**src/design/ams_defs.vh**
```
// Constants for the asynchronous memory strobe sequencer: offsets, fields, resets, timing.
`ifndef AMS_DEFS_VH
`define AMS_DEFS_VH

// ----------------------------------------------------------------
// Register byte offsets
// ----------------------------------------------------------------
`define AMS_REG_TIMING 8'h00
`define AMS_REG_WAIT_CFG 8'h04
`define AMS_REG_ACCESS_ADDR 8'h08
`define AMS_REG_WRITE_DATA 8'h0C
`define AMS_REG_COMMAND 8'h10
`define AMS_REG_STATUS 8'h14
`define AMS_REG_READ_DATA 8'h18
`define AMS_REG_INT_STATUS 8'h1C
`define AMS_REG_INT_MASK 8'h20

// ----------------------------------------------------------------
// Field positions
// ----------------------------------------------------------------
`define AMS_F_WRITE_SETUP 3:0
`define AMS_F_WRITE_STROBE 9:4
`define AMS_F_WRITE_HOLD 13:10
`define AMS_F_READ_SETUP 17:14
`define AMS_F_READ_STROBE 23:18
`define AMS_F_READ_HOLD 27:24
`define AMS_F_TURNAROUND 31:28
`define AMS_F_MAX_WAIT 7:0
`define AMS_B_EXT_WAIT_EN 8
`define AMS_F_ADDR 20:0
`define AMS_F_BANK 22:21
`define AMS_F_CS 25:24
`define AMS_B_CMD_READ 0
`define AMS_B_CMD_WRITE 1
`define AMS_B_EV_DONE 0
`define AMS_B_EV_TIMEOUT 1

// ----------------------------------------------------------------
// Reset values and masks
// ----------------------------------------------------------------
`define AMS_TIMING_RST 32'h11104441
`define AMS_WAIT_CFG_RST 32'h00000080
`define AMS_WAIT_CFG_MASK 32'h000001FF
`define AMS_ADDR_MASK 32'h03FFFFFF
`define AMS_DATA_MASK 32'h0000FFFF

// ----------------------------------------------------------------
// Timing counts in system clock cycles
// ----------------------------------------------------------------
`define AMS_WAIT_UNIT_CYC 5'h10
`define AMS_RELEASE_CYC 3'h4
`define AMS_SYNC_STAGES 3'h2

`endif

```
**src/design/ams_sequencer.v**
```verilog
// Asynchronous memory strobe sequencer with an AXI4-Lite register slave.
//
// The placing of the registers and the AXI4-Lite register port were left to the implementer.
`timescale 1ns/1ps
// Notes on behaviour
// - Phase lengths counted in whole system clock cycles
// - Phase counts and the wait limit are software registers
// - Turnaround gap of programmed cycles after each access
// - Read is setup plus strobe plus hold cycles
// - Extended wait adds sixteen cycles per wait unit
// - Read strobe low strobe count plus wait units
// - Bank and address valid setup before, hold after
// - Address stays stable through read hold cycles
// - Read strobe rises four cycles after wait release
// - Write is setup plus strobe plus hold cycles
// - Write strobe low strobe count plus wait units
// - Address and bank valid around write strobe too
// - Write data valid setup cycles before strobe falls
// - Write data driven through write hold cycles
// - Write strobe rises four cycles after wait release
// - Wait bounded by maximum limit, then timeout ends
`include "ams_defs.vh"

module ams_sequencer (
	input wire aclk,
	input wire aresetn,
	input wire [7:0] s_axi_awaddr,
	input wire [2:0] s_axi_awprot,
	input wire s_axi_awvalid,
	output wire s_axi_awready,
	input wire [31:0] s_axi_wdata,
	input wire [3:0] s_axi_wstrb,
	input wire s_axi_wvalid,
	output wire s_axi_wready,
	output reg [1:0] s_axi_bresp,
	output reg s_axi_bvalid,
	input wire s_axi_bready,
	input wire [7:0] s_axi_araddr,
	input wire [2:0] s_axi_arprot,
	input wire s_axi_arvalid,
	output wire s_axi_arready,
	output reg [31:0] s_axi_rdata,
	output reg [1:0] s_axi_rresp,
	output reg s_axi_rvalid,
	input wire s_axi_rready,
	output reg [3:0] chip_select_n,
	output reg [1:0] bank_select,
	output reg [20:0] mem_addr,
	output reg [15:0] mem_data_out,
	output reg mem_data_oe,
	input wire [15:0] mem_data_in,
	output reg read_strobe_n,
	output reg write_strobe_n,
	input wire mem_wait_in,
	output wire irq
);
	// ----------------------------------------------------------------
	// Sequencer states
	// ----------------------------------------------------------------
	localparam ST_IDLE = 3'b000;
	localparam ST_SETUP = 3'b001;
	localparam ST_STROBE = 3'b010;
	localparam ST_EXTEND = 3'b011;
	localparam ST_HOLD = 3'b100;
	localparam ST_TURN = 3'b101;
	localparam RESP_OKAY = 2'b00;
	localparam RESP_SLVERR = 2'b10;
	// ----------------------------------------------------------------
	// Register storage
	// ----------------------------------------------------------------
	reg [31:0] timing, wait_cfg, access_addr, write_data;
	reg [15:0] read_data;
	reg [1:0] int_status, int_mask;
	reg cmd_read, cmd_write;
	reg aw_full, w_full;
	reg [7:0] aw_addr;
	reg [31:0] w_data;
	reg [3:0] w_strb;
	reg [2:0] state, next_state;
	reg [5:0] cnt, next_cnt;
	reg [3:0] sub_cnt, next_sub;
	reg [8:0] external_wait_count, next_ext;
	reg [1:0] rel_cnt, next_rel;
	reg timed_out, next_timed_out, cur_write, done_pulse, timeout_pulse;
	reg wait_s1, wait_s2;
	reg [15:0] data_s1, data_s2;
	wire extended_wait_enable = wait_cfg[`AMS_B_EXT_WAIT_EN];
	wire [7:0] max_wait_limit = wait_cfg[`AMS_F_MAX_WAIT];
	wire start = (state == ST_IDLE) && (cmd_read || cmd_write);
	wire next_write = start ? !cmd_read : cur_write;
	wire busy = (state != ST_IDLE);
	// ----------------------------------------------------------------
	// Helper functions
	// ----------------------------------------------------------------
	function addr_known;
		input [7:0] a;
		begin
			case (a)
			`AMS_REG_TIMING, `AMS_REG_WAIT_CFG, `AMS_REG_ACCESS_ADDR,
			`AMS_REG_WRITE_DATA, `AMS_REG_COMMAND, `AMS_REG_STATUS,
			`AMS_REG_READ_DATA, `AMS_REG_INT_STATUS, `AMS_REG_INT_MASK: addr_known = 1'b1;
			default: addr_known = 1'b0;
			endcase
		end
	endfunction
	function [31:0] apply_strb;
		input [31:0] old_val;
		input [31:0] new_val;
		input [3:0] strb;
		integer i;
		begin
			apply_strb = old_val;
			for (i = 0; i < 4; i = i + 1) begin
				if (strb[i])
					apply_strb[i*8 +: 8] = new_val[i*8 +: 8];
			end
		end
	endfunction
	// A zero field behaves as one cycle so every phase is visible on the pins
	function [5:0] at_least_one;
		input [5:0] v;
		begin
			at_least_one = (v == 6'h00) ? 6'h01 : v;
		end
	endfunction
	function [5:0] phase_len;
		input [2:0] st;
		input wr;
		begin
			case (st)
			ST_SETUP: phase_len = at_least_one(wr ? {2'h0, timing[`AMS_F_WRITE_SETUP]}
				: {2'h0, timing[`AMS_F_READ_SETUP]});
			ST_STROBE: phase_len = at_least_one(wr ? timing[`AMS_F_WRITE_STROBE]
				: timing[`AMS_F_READ_STROBE]);
			ST_HOLD: phase_len = at_least_one(wr ? {2'h0, timing[`AMS_F_WRITE_HOLD]}
				: {2'h0, timing[`AMS_F_READ_HOLD]});
			ST_TURN: phase_len = at_least_one({2'h0, timing[`AMS_F_TURNAROUND]});
			default: phase_len = 6'h01;
			endcase
		end
	endfunction
	function is_active;
		input [2:0] st;
		begin
			is_active = (st == ST_SETUP) || (st == ST_STROBE) || (st == ST_EXTEND)
				|| (st == ST_HOLD);
		end
	endfunction
	function is_strobe;
		input [2:0] st;
		begin
			is_strobe = (st == ST_STROBE) || (st == ST_EXTEND);
		end
	endfunction
	wire phase_end = (cnt == phase_len(state, cur_write) - 6'h01);
	// ----------------------------------------------------------------
	// Input synchronisers
	// ----------------------------------------------------------------
	// Read data is taken from the second stage, so a strobe shorter than three
	// cycles returns data sampled before the memory had driven it.
	always @(posedge aclk) begin
		if (!aresetn) begin
			wait_s1 <= 1'b0;
			wait_s2 <= 1'b0;
			data_s1 <= 16'h0000;
			data_s2 <= 16'h0000;
		end else begin
			wait_s1 <= mem_wait_in;
			wait_s2 <= wait_s1;
			data_s1 <= mem_data_in;
			data_s2 <= data_s1;
		end
	end
	// ----------------------------------------------------------------
	// Phase sequencing
	// ----------------------------------------------------------------
	always @* begin
		next_state = state;
		next_cnt = cnt + 6'h01;
		next_sub = sub_cnt;
		next_ext = external_wait_count;
		next_rel = rel_cnt;
		next_timed_out = timed_out;
		done_pulse = 1'b0;
		timeout_pulse = 1'b0;
		case (state)
		ST_IDLE: begin
			next_cnt = 6'h00;
			if (start) begin
				next_state = ST_SETUP;
				next_ext = 9'h000;
				next_timed_out = 1'b0;
			end
		end
		ST_SETUP: begin
			if (phase_end) begin
				next_state = ST_STROBE;
				next_cnt = 6'h00;
			end
		end
		ST_STROBE: begin
			if (phase_end) begin
				next_cnt = 6'h00;
				if (extended_wait_enable && wait_s2) begin
					next_state = ST_EXTEND;
					next_sub = 4'h0;
					next_rel = 2'h0;
				end else begin
					next_state = ST_HOLD;
				end
			end
		end
		ST_EXTEND: begin
			next_cnt = 6'h00;
			next_sub = sub_cnt + 4'h1;
			if ({1'b0, sub_cnt} == `AMS_WAIT_UNIT_CYC - 5'h01)
				next_ext = external_wait_count + 9'h001;
			if (external_wait_count > {1'b0, max_wait_limit}) begin
				next_state = ST_HOLD;
				next_timed_out = 1'b1;
				timeout_pulse = 1'b1;
			end else if (!wait_s2) begin
				next_rel = rel_cnt + 2'h1;
				if ({1'b0, rel_cnt} == `AMS_RELEASE_CYC - `AMS_SYNC_STAGES - 3'h1)
					next_state = ST_HOLD;
			end else begin
				next_rel = 2'h0;
			end
		end
		ST_HOLD: begin
			if (phase_end) begin
				next_state = ST_TURN;
				next_cnt = 6'h00;
				done_pulse = 1'b1;
			end
		end
		ST_TURN: begin
			if (phase_end) begin
				next_state = ST_IDLE;
				next_cnt = 6'h00;
			end
		end
		default: begin
			next_state = ST_IDLE;
			next_cnt = 6'h00;
		end
		endcase
	end
	always @(posedge aclk) begin
		if (!aresetn) begin
			state <= ST_IDLE;
			cnt <= 6'h00;
			sub_cnt <= 4'h0;
			external_wait_count <= 9'h000;
			rel_cnt <= 2'h0;
			timed_out <= 1'b0;
			cur_write <= 1'b0;
		end else begin
			state <= next_state;
			cnt <= next_cnt;
			sub_cnt <= next_sub;
			external_wait_count <= next_ext;
			rel_cnt <= next_rel;
			timed_out <= next_timed_out;
			cur_write <= next_write;
		end
	end
	// ----------------------------------------------------------------
	// Memory pins
	// ----------------------------------------------------------------
	// Pins are registered from the next state so strobes never glitch.
	always @(posedge aclk) begin
		if (!aresetn) begin
			chip_select_n <= 4'hF;
			bank_select <= 2'h0;
			mem_addr <= 21'h000000;
			mem_data_out <= 16'h0000;
			mem_data_oe <= 1'b0;
			read_strobe_n <= 1'b1;
			write_strobe_n <= 1'b1;
			read_data <= 16'h0000;
		end else begin
			if (start) begin
				mem_addr <= access_addr[`AMS_F_ADDR];
				bank_select <= access_addr[`AMS_F_BANK];
				mem_data_out <= write_data[15:0];
			end
			if (!is_active(next_state))
				chip_select_n <= 4'hF;
			else if (start)
				chip_select_n <= ~(4'h1 << access_addr[`AMS_F_CS]);
			mem_data_oe <= is_active(next_state) && next_write;
			read_strobe_n <= !(is_strobe(next_state) && !next_write);
			write_strobe_n <= !(is_strobe(next_state) && next_write);
			if (is_strobe(state) && (next_state == ST_HOLD) && !cur_write)
				read_data <= data_s2;
		end
	end
	// ----------------------------------------------------------------
	// AXI4-Lite write channel
	// ----------------------------------------------------------------
	assign s_axi_awready = !aw_full && !s_axi_bvalid;
	assign s_axi_wready = !w_full && !s_axi_bvalid;
	wire do_write = aw_full && w_full && !s_axi_bvalid;
	wire [1:0] ev_set = {timeout_pulse, done_pulse};
	wire [1:0] ev_clr = (do_write && (aw_addr == `AMS_REG_INT_STATUS) && w_strb[0]) ?
		w_data[1:0] : 2'h0;
	always @(posedge aclk) begin
		if (!aresetn) begin
			aw_full <= 1'b0;
			w_full <= 1'b0;
			aw_addr <= 8'h00;
			w_data <= 32'h00000000;
			w_strb <= 4'h0;
			s_axi_bvalid <= 1'b0;
			s_axi_bresp <= RESP_OKAY;
			timing <= `AMS_TIMING_RST;
			wait_cfg <= `AMS_WAIT_CFG_RST;
			access_addr <= 32'h00000000;
			write_data <= 32'h00000000;
			int_mask <= 2'h0;
			int_status <= 2'h0;
			cmd_read <= 1'b0;
			cmd_write <= 1'b0;
		end else begin
			cmd_read <= 1'b0;
			cmd_write <= 1'b0;
			if (s_axi_awvalid && s_axi_awready) begin
				aw_full <= 1'b1;
				aw_addr <= s_axi_awaddr;
			end
			if (s_axi_wvalid && s_axi_wready) begin
				w_full <= 1'b1;
				w_data <= s_axi_wdata;
				w_strb <= s_axi_wstrb;
			end
			if (s_axi_bvalid && s_axi_bready)
				s_axi_bvalid <= 1'b0;
			// Set wins over a clear arriving in the same cycle
			int_status <= (int_status & ~ev_clr) | ev_set;
			if (do_write) begin
				aw_full <= 1'b0;
				w_full <= 1'b0;
				s_axi_bvalid <= 1'b1;
				s_axi_bresp <= addr_known(aw_addr) ? RESP_OKAY : RESP_SLVERR;
				case (aw_addr)
				`AMS_REG_TIMING: timing <= apply_strb(timing, w_data, w_strb);
				`AMS_REG_WAIT_CFG: wait_cfg <= apply_strb(wait_cfg, w_data, w_strb)
					& `AMS_WAIT_CFG_MASK;
				`AMS_REG_ACCESS_ADDR: access_addr <= apply_strb(access_addr, w_data, w_strb)
					& `AMS_ADDR_MASK;
				`AMS_REG_WRITE_DATA: write_data <= apply_strb(write_data, w_data, w_strb)
					& `AMS_DATA_MASK;
				`AMS_REG_INT_MASK: int_mask <= w_strb[0] ? w_data[1:0] : int_mask;
				`AMS_REG_COMMAND: begin
					// Commands while busy are dropped; software polls the busy bit
					cmd_read <= w_strb[0] && w_data[`AMS_B_CMD_READ] && !busy;
					cmd_write <= w_strb[0] && w_data[`AMS_B_CMD_WRITE] && !busy;
				end
				default: ;
				endcase
			end
		end
	end
	// ----------------------------------------------------------------
	// AXI4-Lite read channel
	// ----------------------------------------------------------------
	assign s_axi_arready = !s_axi_rvalid;
	always @(posedge aclk) begin
		if (!aresetn) begin
			s_axi_rvalid <= 1'b0;
			s_axi_rdata <= 32'h00000000;
			s_axi_rresp <= RESP_OKAY;
		end else begin
			if (s_axi_rvalid && s_axi_rready)
				s_axi_rvalid <= 1'b0;
			if (s_axi_arvalid && s_axi_arready) begin
				s_axi_rvalid <= 1'b1;
				s_axi_rresp <= addr_known(s_axi_araddr) ? RESP_OKAY : RESP_SLVERR;
				case (s_axi_araddr)
				`AMS_REG_TIMING: s_axi_rdata <= timing;
				`AMS_REG_WAIT_CFG: s_axi_rdata <= wait_cfg;
				`AMS_REG_ACCESS_ADDR: s_axi_rdata <= access_addr;
				`AMS_REG_WRITE_DATA: s_axi_rdata <= write_data;
				`AMS_REG_STATUS: s_axi_rdata <= {15'h0000, external_wait_count,
					6'h00, timed_out, busy};
				`AMS_REG_READ_DATA: s_axi_rdata <= {16'h0000, read_data};
				`AMS_REG_INT_STATUS: s_axi_rdata <= {30'h00000000, int_status};
				`AMS_REG_INT_MASK: s_axi_rdata <= {30'h00000000, int_mask};
				default: s_axi_rdata <= 32'h00000000;
				endcase
			end
		end
	end
	assign irq = |(int_status & int_mask);
endmodule // ams_sequencer

```
**config.mk**
```make
export PLATFORM = sky130hd
export DESIGN_NAME = ams_sequencer
export DESIGN_NICKNAME = d
export VERILOG_FILES = /design/src/design/ams_sequencer.v
export VERILOG_INCLUDE_DIRS = /design/src /design/src/design
export SDC_FILE = /design/constraint.sdc
export NUM_CORES = 1
export LEC_CHECK = 0
export ABC_AREA = 1
export BUFFER_PORTS_ARGS = -buffer_cell sky130_fd_sc_hd__buf_2
export CAP_MARGIN = 20
export CORE_AREA = 2 2 204 206
export DETAILED_ROUTE_END_ITERATION = 10
export DIE_AREA = 0 0 206 208
export PLACE_DENSITY = 0.52
export SLEW_MARGIN = 0
export SYNTH_ARGS = -nofsm -noshare
export SYNTH_HDL_FRONTEND = slang
export SYNTH_SLANG_ARGS = --single-unit
```
**constraint.sdc**
```tcl
create_clock -name aclk -period 2.9 [get_ports aclk]
set_input_delay 0.29 -clock aclk [delete_from_list [all_inputs] [get_ports aclk]]
set_output_delay 0.29 -clock aclk [all_outputs]
set_load 0.02 [all_outputs]
```
==> results_dict.tcl, run 1 <==
set metrics [dict create \
    timing.hold.ws_ps 5.60 \
    p_sw_mw 2.08 \
    grt_pass1_wl_um 60000 \
    synth-seq-cells 293 \
    synth_edf_count 0 \
    synth_ff_type "dfxtp_1" \
    syn_to_final_growth_pct 28.6 \
    final_common_cell "nand2_1" \
    r2r-start "cur_write" \
    core_area_um2 40600 \
    crit_path_max_fanout 7 \
    finalPower_mw 9.01 \
    first_iter_violations 959 \
    cp.arrival_ps 3370 \
    netlist_area_um2 12000 \
    antenna_found_initial 2 \
    die_h_um 208 \
    drt_pass1_iterations 5 \
    chipWidth_um 206 \
    die-area_um2 42800 \
    met2_usage_pct 28.2 \
    p_leak_nw 6.74 \
    busiest_layer "met2" \
    dp_cells 2314 \
    tightest_slew_ps 808 \
    synth.distinct_cells 51 \
    routabilityCongestion 0.884 \
    fin_tns_setup_ps -722 \
    ff2ff_path_depth 21 \
    synth.area.top_cells "dfxtp_1 49%, nand2_1 11%, nor2_1 7.3%" \
    pwr-share-seq_pct 46.6 \
    crit_end "read_data[7]" \
    cp.required_ps 3310 \
    multi_input_area_um2 5430 \
    violations "negative setup slack" \
    diodes 0 \
    fmax_mhz 338 \
    start_util_pct 29.6 \
    met3_usage_pct 2.88 \
    grt_usage_pct 17.8 \
    crit_path_cell_trace "clkinv_8, buf_8, buf_6, nand2_2, o21ai_2, a21oi_2, nor2_4, nand2_2, inv_2, ha_4, xor2_1, nand3_2, nor2_4, nand4_4, inv_2, nand4_4, nand2_4, nand2_4, clkbuf_16, o21ai_1, a21oi_1" \
    p_per_area_nw_per_um2 584 \
    yosysTopAreaCellShare_pct 48.9 \
    wl_per_cell_um 16.1 \
    drc 0 \
    period_share_pct 102 \
    slew_headroom_pct 46.0 \
    drive_gt1_share_pct 20.1 \
    synth.avg_cell_area_um2 7.35 \
    grt_use_met1_pct 25.4 \
    status "complete, but fails checks" \
    hold_violations 0 \
    cp-end-kind "register" \
    stdcell_count 2403 \
    clk_pin_slew_ps 60 \
    finalMaxSlewViolations 0 \
    first_global_vias 10700 \
    antenna_left 0 \
    drt_wl_total_um 38700 \
    synth-seq-area-share_pct 48.9 \
    postPlaceCellArea_um2 13600 \
    fin_crit_ps 2960 \
    yosys_warnings 0 \
    r2r_end "read_data[7]" \
    worst-setup-path-type "register to register" \
    p_int_mw 6.94 \
    rows 74 \
    fin_nets 1943 \
    critPathSlowestCell "dfxtp_4" \
    skew_ps 21.7 \
    p_sw_share_pct 23.0 \
    crit_start "cur_write" \
    fin_area_um2 15400 \
    cts.sinks 293 \
    setup_violations 23 \
    cts_root_buf "clkbuf_16" \
    max_stage_delay_ps 450 \
    layout_common_cells "320 x nand2_1, 289 x dfxtp_1, 232 x nor2_1" \
    rsz0062_at_grt "yes" \
    max-cap-violations 0 \
    fin_ws_ps -56.5 \
    cp-start-kind "register" \
    fillers 4328 \
    viasPerCell 4.68 \
    cts-buffers-inserted 34 \
    port_buffers 161 \
    num_vias 11300 \
    cts_tree "yes" \
    seq_area_um2 5880 \
    ys_async_sr_fraction_pct 0 \
    syn_inst 1633 \
    ir_drop_v 0.000312 \
    clockBufferDepth 3 \
    ios 170 \
    min_from "mem_wait_in" \
    hpwl_um 28200 \
    grt_max_degree 127 \
    p_clk_share_pct 48.1 \
    power_frac_comb_pct 5.3 \
    grt_overflow_total 0 \
    synth_area_leader_cell "dfxtp_1" \
    r2r_slack_ps -60 \
    insertion_delay_ps 520 \
    hold_class "primary input to register" \
    h-tree-depth 2 \
]
-- power groups by stage --
stage,Combinational [mW],Sequential (mW),Clock [mW]
5_1_grt,0.548,4.21,4.60
4_1_cts,0.480,4.20,4.45
3_3_place_gp,0.456,4.28,0
2_1_floorplan,0.272,4.27,0
3_5_place_dp,0.463,4.29,0
6_report,0.480,4.20,4.34
-- state kept, by name, summed over array words and instances, names as in the netlist, 21 cells and up --
register     flops
timing          32
s_axi_rdata     32
access_addr     26
w_data          32
mem_addr        21
-- worst min-delay path by stage --
stage	endpoint	slack (ps)	cells past startpoint
3_3_place_gp	data_s2[2]	400	2
6_report	wait_s1	6	3
5_1_grt	wait_s1	10	3
3_5_place_dp	data_s2[2]	400	2
4_1_cts	w_data[28]	0.5	3
2_1_floorplan	data_s1[0]	390	2
-- routing by layer --
layer  routed length, µm  up-vias
met5                   0        -
met1               18500     5213
met4                 653        0
li1                    -     5737
met2               17600      263
met3                1980       42
-- worst max-delay path: cells and delay by family (launching register included) --
family	cells	cell delay (ps)
buffers and inverters	6	700
adder cells (fa/ha/maj)	1	250
AO/OA/AOI/OAI	4	390
XOR/XNOR	1	170
AND/OR/NAND/NOR	9	890
flip-flops	1	450
-- final cells by class --
type | instances | share of cell area (%)
Sequential cell | 293 | 38.1
Multi-Input combinational cell | 1095 | 35.2
Timing Repair Buffer | 253 | 10.8
Clock buffer | 52 | 7.01
Tap cell | 532 | 4.31
Inverter | 171 | 4.24
Clock inverter | 7 | 0.389
-- per-stage QoR --
step | setup slack [ps] | utilization [%]
2_1_floorplan | 224 | -
3_3_place_gp | -21.1 | 33.6
3_5_place_dp | -69.7 | 33.6
4_1_cts | 18.2 | 36.9
5_1_grt | -243 | 38.1
6_report | -56.5 | 38.1
-- cells by family (layout without fill, tap and decap cells) --
kind of cell | after synthesis | in the layout | share of synthesized area (%)
AOI/OAI and AO/OA | 397 | 397 | 17.9
xor gates and xnor gates | 4 | 4 | 0.292
adders and majority gates | 13 | 13 | 1.36
other | 1 | 2 | 0.0312
buffers and inverters | 246 | 483 | 8.23
DFF | 293 | 293 | 48.9
and+or+nand+nor | 679 | 679 | 23.3
-- synth_stat cells, types with 9 or more instances --
library cell,instances
a21oi_1,155
a22o_1,9
clkbuf_1,63
dfxtp_1,293
ha_1,13
inv_1,164
nand2_1,337
nand3_1,45
nand4_1,9
nor2_1,235
nor3_1,13
o211ai_1,11
o21ai_0,164
o21ai_1,18
o22ai_1,14
-- what timing repair did --
item                                    CTS  global route
hold endpoints to repair                 16             0
cloned                                    0             5
gates resized for setup                   4            81
setup buffers                             0             9
endpoints found under the setup margin   22            34
hold buffers                             16             0
pin swaps                                 2            19
(Power assumes the default switching activity.)
==> run 2: changes to the inputs <==
--- a/config.mk
+++ b/config.mk
@@ -12,6 +12,7 @@
 export CORE_AREA = 2 2 204 206
 export DETAILED_ROUTE_END_ITERATION = 10
 export DIE_AREA = 0 0 206 208
+export HOLD_SLACK_MARGIN = 0.05
 export PLACE_DENSITY = 0.52
 export SLEW_MARGIN = 0
 export SYNTH_ARGS = -nofsm -noshare
==> run 2 against run 1 <==
Net effect: the flow still finishes with violations (negative setup slack); cell count rose by 1.1%; design area rose by 1.8%; non-clock buffer count rose by 27; largest power group unchanged; highest routed layer unchanged.
==> results_dict.tcl, run 2 (synthesis gave the netlist of run 1 again) <==
set metrics [dict create \
    violations "negative setup slack" \
    p_clk_share_pct 48.0 \
    port_buffers 161 \
    grt_overflow_total 0 \
    setup_violations 23 \
    rows 74 \
    grt_pass1_wl_um 60300 \
    dp_slack_ps -69.7 \
    clockBufferDepth 3 \
    drt_wl_total_um 38900 \
    worst-setup-path-type "register to register" \
    timing.hold.ws_ps 69.6 \
    antenna_found_initial 2 \
    final_common_cell "nand2_1" \
    cts_tree "yes" \
    cp-end-kind "register" \
    power_frac_comb_pct 5.6 \
    start_util_pct 29.6 \
    period_share_pct 102 \
    post-route-util_pct 38.7 \
    cp.arrival_ps 3370 \
    slew_headroom_pct 45.6 \
    status "complete, but fails checks" \
    ir_drop_v 0.000312 \
    p_sw_share_pct 23.0 \
    cts-buffers-inserted 34 \
    die-area_um2 42800 \
    tightest_slew_ps 815 \
    drive_gt1_share_pct 19.9 \
    fin_crit_ps 2960 \
    fillers 4300 \
    chipWidth_um 206 \
    p_sw_mw 2.08 \
    cts_root_buf "clkbuf_16" \
    crit_path_max_fanout 7 \
    hold_violations 0 \
    cp.required_ps 3310 \
    stdcell_count 2430 \
    p_int_mw 6.96 \
    layout_common_cells "320 x nand2_1, 289 x dfxtp_1, 232 x nor2_1" \
    fin_ws_ps -62.5 \
    p_per_area_nw_per_um2 576 \
    hpwl_um 28200 \
    first_global_vias 10800 \
    first_iter_violations 1013 \
    grt_max_degree 127 \
    viasPerCell 4.70 \
    fmax_mhz 338 \
    clk_pin_slew_ps 60 \
    drc 0 \
    finalMaxSlewViolations 0 \
    die_h_um 208 \
    dp_cells 2314 \
    wl_per_cell_um 16.0 \
    cts.sinks 293 \
    skew_ps 22.3 \
    p_leak_nw 6.86 \
    drt_pass1_iterations 5 \
    ios 170 \
    hold_class "primary input to register" \
    reg_top3 "s_axi_rdata: 32 flops, timing: 32 flops, w_data: 32 flops" \
    antenna_left 0 \
    diodes 0 \
    core_area_um2 40600 \
    rsz0062_at_grt "yes" \
    cp-start-kind "register" \
    insertion_delay_ps 520 \
    grt_usage_pct 17.9 \
    routabilityCongestion 0.884 \
    fin_nets 1970 \
    max-cap-violations 0 \
    num_vias 11400 \
    syn_to_final_growth_pct 30.8 \
    h-tree-depth 2 \
    pwr-share-seq_pct 46.4 \
]
==> run 2: changes by cell type in the layout (fill, tap and decap cells not counted), sizes merged <==
cell and delta:
dlygate4sd3 +27
==> run 2: metrics by stage <==
step                      instance area, µm²  TNS (ps)  total power, mW
after floorplan                        12000         0             4.54
after global placement                 13600     -21.1             4.74
after detailed placement               13600      -809             4.75
after CTS                              15200         0             9.15
after global routing                   15700     -4990             9.38
final                                  15700      -810             9.04
==> run 2: repair_timing <==
action	CTS	global route
endpoints found under the setup margin	22	34
endpoints found under the hold margin	43	0
cloned	0	5
pin swaps	2	19
hold buffers	43	0
buffers inserted	0	9
resized for setup	4	81
==> run 2: final timing paths <==
| path | startpoint | end | slack (ps) | cells past startpoint |
|---|---|---|---|---|
| worst max-delay path | cur_write | read_data[7] | -60 | 21 |
| worst min register to register | data_s1[0] | data_s2[0] | 410 | 2 |
| worst min-delay path | s_axi_wdata[26] | w_data[26] | 70 | 3 |
| worst max register to register | cur_write | read_data[7] | -60 | 21 |
==> run 2: worst max-delay path: stages (launching register included) <==
cell and delay, ps:
dfxtp_4 450, clkinv_8 110, buf_8 140, buf_6 110, nand2_2 60, o21ai_2 50, a21oi_2 170, nor2_4 50
nand2_2 70, inv_2 50, ha_4 250, xor2_1 170, nand3_2 120, nor2_4 140, nand4_4 160, inv_2 120
nand4_4 90, nand2_4 110, nand2_4 90, clkbuf_16 180, o21ai_1 120, a21oi_1 50
==> run 2: per-layer routing <==
metal / vias to the layer above / global-route usage (%) / share of wire, %
met4: 0 / 3.77 / 1.7
li1: 5786 / - / -
met2: 305 / 28.4 / 45
met3: 42 / 2.93 / 5.5
met1: 5276 / 25.3 / 47
met5: - / 0 / 0
==> run 2: cell type report <==
class | instances | area, µm² | area share [%]
flip-flops and latches | 293 | 5880 | 37.4
clock inverters | 7 | 60.1 | 0.382
repair buffers | 280 | 1940 | 12.3
clock buffers | 52 | 1080 | 6.89
well taps | 532 | 666 | 4.24
multi-input cells | 1095 | 5430 | 34.6
inverters | 171 | 654 | 4.17
==> run 2: power by group through the flow <==
stage                     Sequential (mW)  Combinational [mW]  Clock [mW]
after floorplan                      4.27               0.272           0
after global placement               4.28               0.456           0
after detailed placement             4.29               0.463           0
after CTS                            4.20               0.508        4.45
after global routing                 4.21               0.578        4.60
final                                4.20               0.508        4.34
==> run 3: changes to the inputs <==
--- a/config.mk
+++ b/config.mk
@@ -9,11 +9,11 @@
 export ABC_AREA = 1
 export BUFFER_PORTS_ARGS = -buffer_cell sky130_fd_sc_hd__buf_2
 export CAP_MARGIN = 20
-export CORE_AREA = 2 2 204 206
+export CORE_AREA = 2 2 155 157
 export DETAILED_ROUTE_END_ITERATION = 10
-export DIE_AREA = 0 0 206 208
+export DIE_AREA = 0 0 157 159
 export HOLD_SLACK_MARGIN = 0.05
-export PLACE_DENSITY = 0.52
+export PLACE_DENSITY = 0.8
 export SLEW_MARGIN = 0
 export SYNTH_ARGS = -nofsm -noshare
 export SYNTH_HDL_FRONTEND = slang
==> run 3 against run 2 <==
Net effect: the flow now finishes without violations; sequential power about the same; clock power decreased by 12%; cell count decreased by 8.8%; die area fell by 42%; sequential share of layout area increased by 1.3 points; power is 5.8% lower; clock skew is 3.8 ps lower; global-route usage grew 9.5 points; wire length fell by 10%; critical path depth rose by 2; design area down 3.4%; critical path type unchanged.
==> results_dict.tcl, run 3 (synthesis gave the netlist of run 1 again) <==
set metrics [dict create \
    wl_met1_um 15100 \
    fin_ws_ps 115 \
    cp.required_ps 3340 \
    finalPower_mw 8.51 \
    routabilityCongestion 0.926 \
    max-cap-violations 0 \
    power_frac_comb_pct 6.0 \
    reg_top3 "s_axi_rdata: 32 flops, timing: 32 flops, w_data: 32 flops" \
    clockBufferDepth 3 \
    cts_tree "yes" \
    crit_start "cur_write" \
    cts_root_buf "clkbuf_16" \
    cp-end-kind "register" \
    fmax_mhz 359 \
    cp-start-kind "register" \
    h-tree-depth 1 \
    wl_met3_um 2540 \
    cp_common_cell "nand2_2" \
    grt_pass1_wl_um 55500 \
    first_global_vias 11100 \
    min_from "s_axi_wdata[16]" \
    tightest_slew_ps 1110 \
    skew_ps 18.5 \
    port_buffers 161 \
    cts.sinks 293 \
    setup_violations 0 \
    fin_tns_setup_ps 0 \
    hold_violations 0 \
    ios 170 \
    fillers 1877 \
    hpwl_um 24100 \
    clk_pin_slew_ps 60 \
    first_iter_violations 889 \
    grt_overflow_total 0 \
    drt_wl_total_um 34900 \
    start_util_pct 51.7 \
    timing.hold.ws_ps 47.5 \
    layout_common_cells "321 x nand2_1, 289 x dfxtp_1, 234 x nor2_1" \
    drc 0 \
    insertion_delay_ps 570 \
    rsz0062_at_grt "yes" \
    drt_pass1_iterations 5 \
    fin_crit_ps 2780 \
    period_share_pct 96.0 \
    rows 56 \
    cp.arrival_ps 3230 \
    p_sw_mw 2.00 \
    p_per_area_nw_per_um2 561 \
    worst-setup-path-type "register to register" \
    core_area_um2 23200 \
    p_clk_share_pct 44.7 \
    die-area_um2 25000 \
    wl_per_cell_um 15.8 \
    critPathSlowestCell "dfxtp_4" \
    diodes 0 \
    wl_met2_um 16400 \
    hold_class "primary input to register" \
    pwr-share-seq_pct 49.3 \
    drive_gt1_share_pct 18.6 \
    antenna_found_initial 0 \
    p_sw_share_pct 23.5 \
    num_vias 11700 \
    p_leak_nw 6.74 \
    r2r-start "cur_write" \
    ir_drop_v 0.000437 \
    syn_to_final_growth_pct 26.4 \
    cts-buffers-inserted 29 \
    die_h_um 159 \
    antenna_left 0 \
    grt_usage_pct 27.3 \
    crit_path_max_fanout 7 \
    fin_nets 1969 \
    crit_path_cell_trace "buf_6, nand2_1, o21ai_2, nor2_1, nand3_1, nand2_1, nand2_2, nand2_2, inv_2, ha_4, o21bai_4, nand3_1, nand3_2, nor2_4, nand4_4, nand2_2, nand3_2, nor2_4, nand3_2, nand2_2, nand2_4, nand2_2, nor2_1" \
    dp_slack_ps -53.8 \
    final_common_cell "nand2_1" \
    finalMaxSlewViolations 0 \
    status "completed" \
    p_int_mw 6.52 \
    slew_headroom_pct 26.1 \
    grt_max_degree 155 \
    chipWidth_um 157 \
    max_stage_delay_ps 400 \
    viasPerCell 5.30 \
    top_layer_used "met4" \
]
[run 3: worst max-delay path: cells and delay by family, from the launching register on]
kind | cells | cell delay [ps]
AND/OR/NAND/NOR | 18 | 1670
flip-flops | 1 | 400
adder cells (fa/ha/maj) | 1 | 160
buffers and inverters | 2 | 200
AO/OA/AOI/OAI | 2 | 230
[run 3: worst paths after layout]
kind | to | slack, ps | cells past startpoint
setup / recovery | mem_data_oe | 120 | 23
hold / removal | w_data[16] | 50 | 3
setup reg to reg | mem_data_oe | 120 | 23
hold reg to reg | data_s2[4] | 410 | 2
[run 3: layer usage]
metal / global-route usage, % / vias up
met4: 7.76 / 0
met2: 45.1 / 465
met3: 3.27 / 70
met1: 37.7 / 5423
li1: - / 5781
met5: 0 / -
[run 3: cell type report]
type                    count  area, µm²  share of cell area (%)
clock buffers              39        833                    5.49
clock inverters            14        148                   0.973
inverters                 171        652                    4.30
multi-input cells        1095       5330                    35.1
flip-flops and latches    293       5880                    38.7
well taps                 319        399                    2.63
repair buffers            284       1930                    12.7
[run 3: power by group through the flow]
| stage | Sequential (mW) | Combinational [mW] | Clock [mW] |
|---|---|---|---|
| finish | 4.19 | 0.510 | 3.81 |
| global route | 4.20 | 0.563 | 4.01 |
| CTS | 4.19 | 0.497 | 3.84 |
| detailed placement | 4.28 | 0.435 | 0 |
| global placement | 4.28 | 0.423 | 0 |
| floorplan | 4.27 | 0.272 | 0 |
[run 3: metrics by stage]
stage          util, %  std cells  cell area [µm²]
2_1_floorplan        -       1634            12000
3_3_place_gp      57.5       2096            13300
3_5_place_dp      57.5       2096            13300
4_1_cts           64.1       2205            14900
5_1_grt           65.4       2215            15200
6_report          65.4       2215            15200
[run 3: timing repair]
action / in CTS / in global routing
resized for setup: 2 / 61
gates cloned: 0 / 3
pin swaps: 0 / 26
hold buffers: 56 / 0
setup endpoints to repair: 19 / 32
buffers inserted: 0 / 7
hold endpoints to repair: 56 / 0
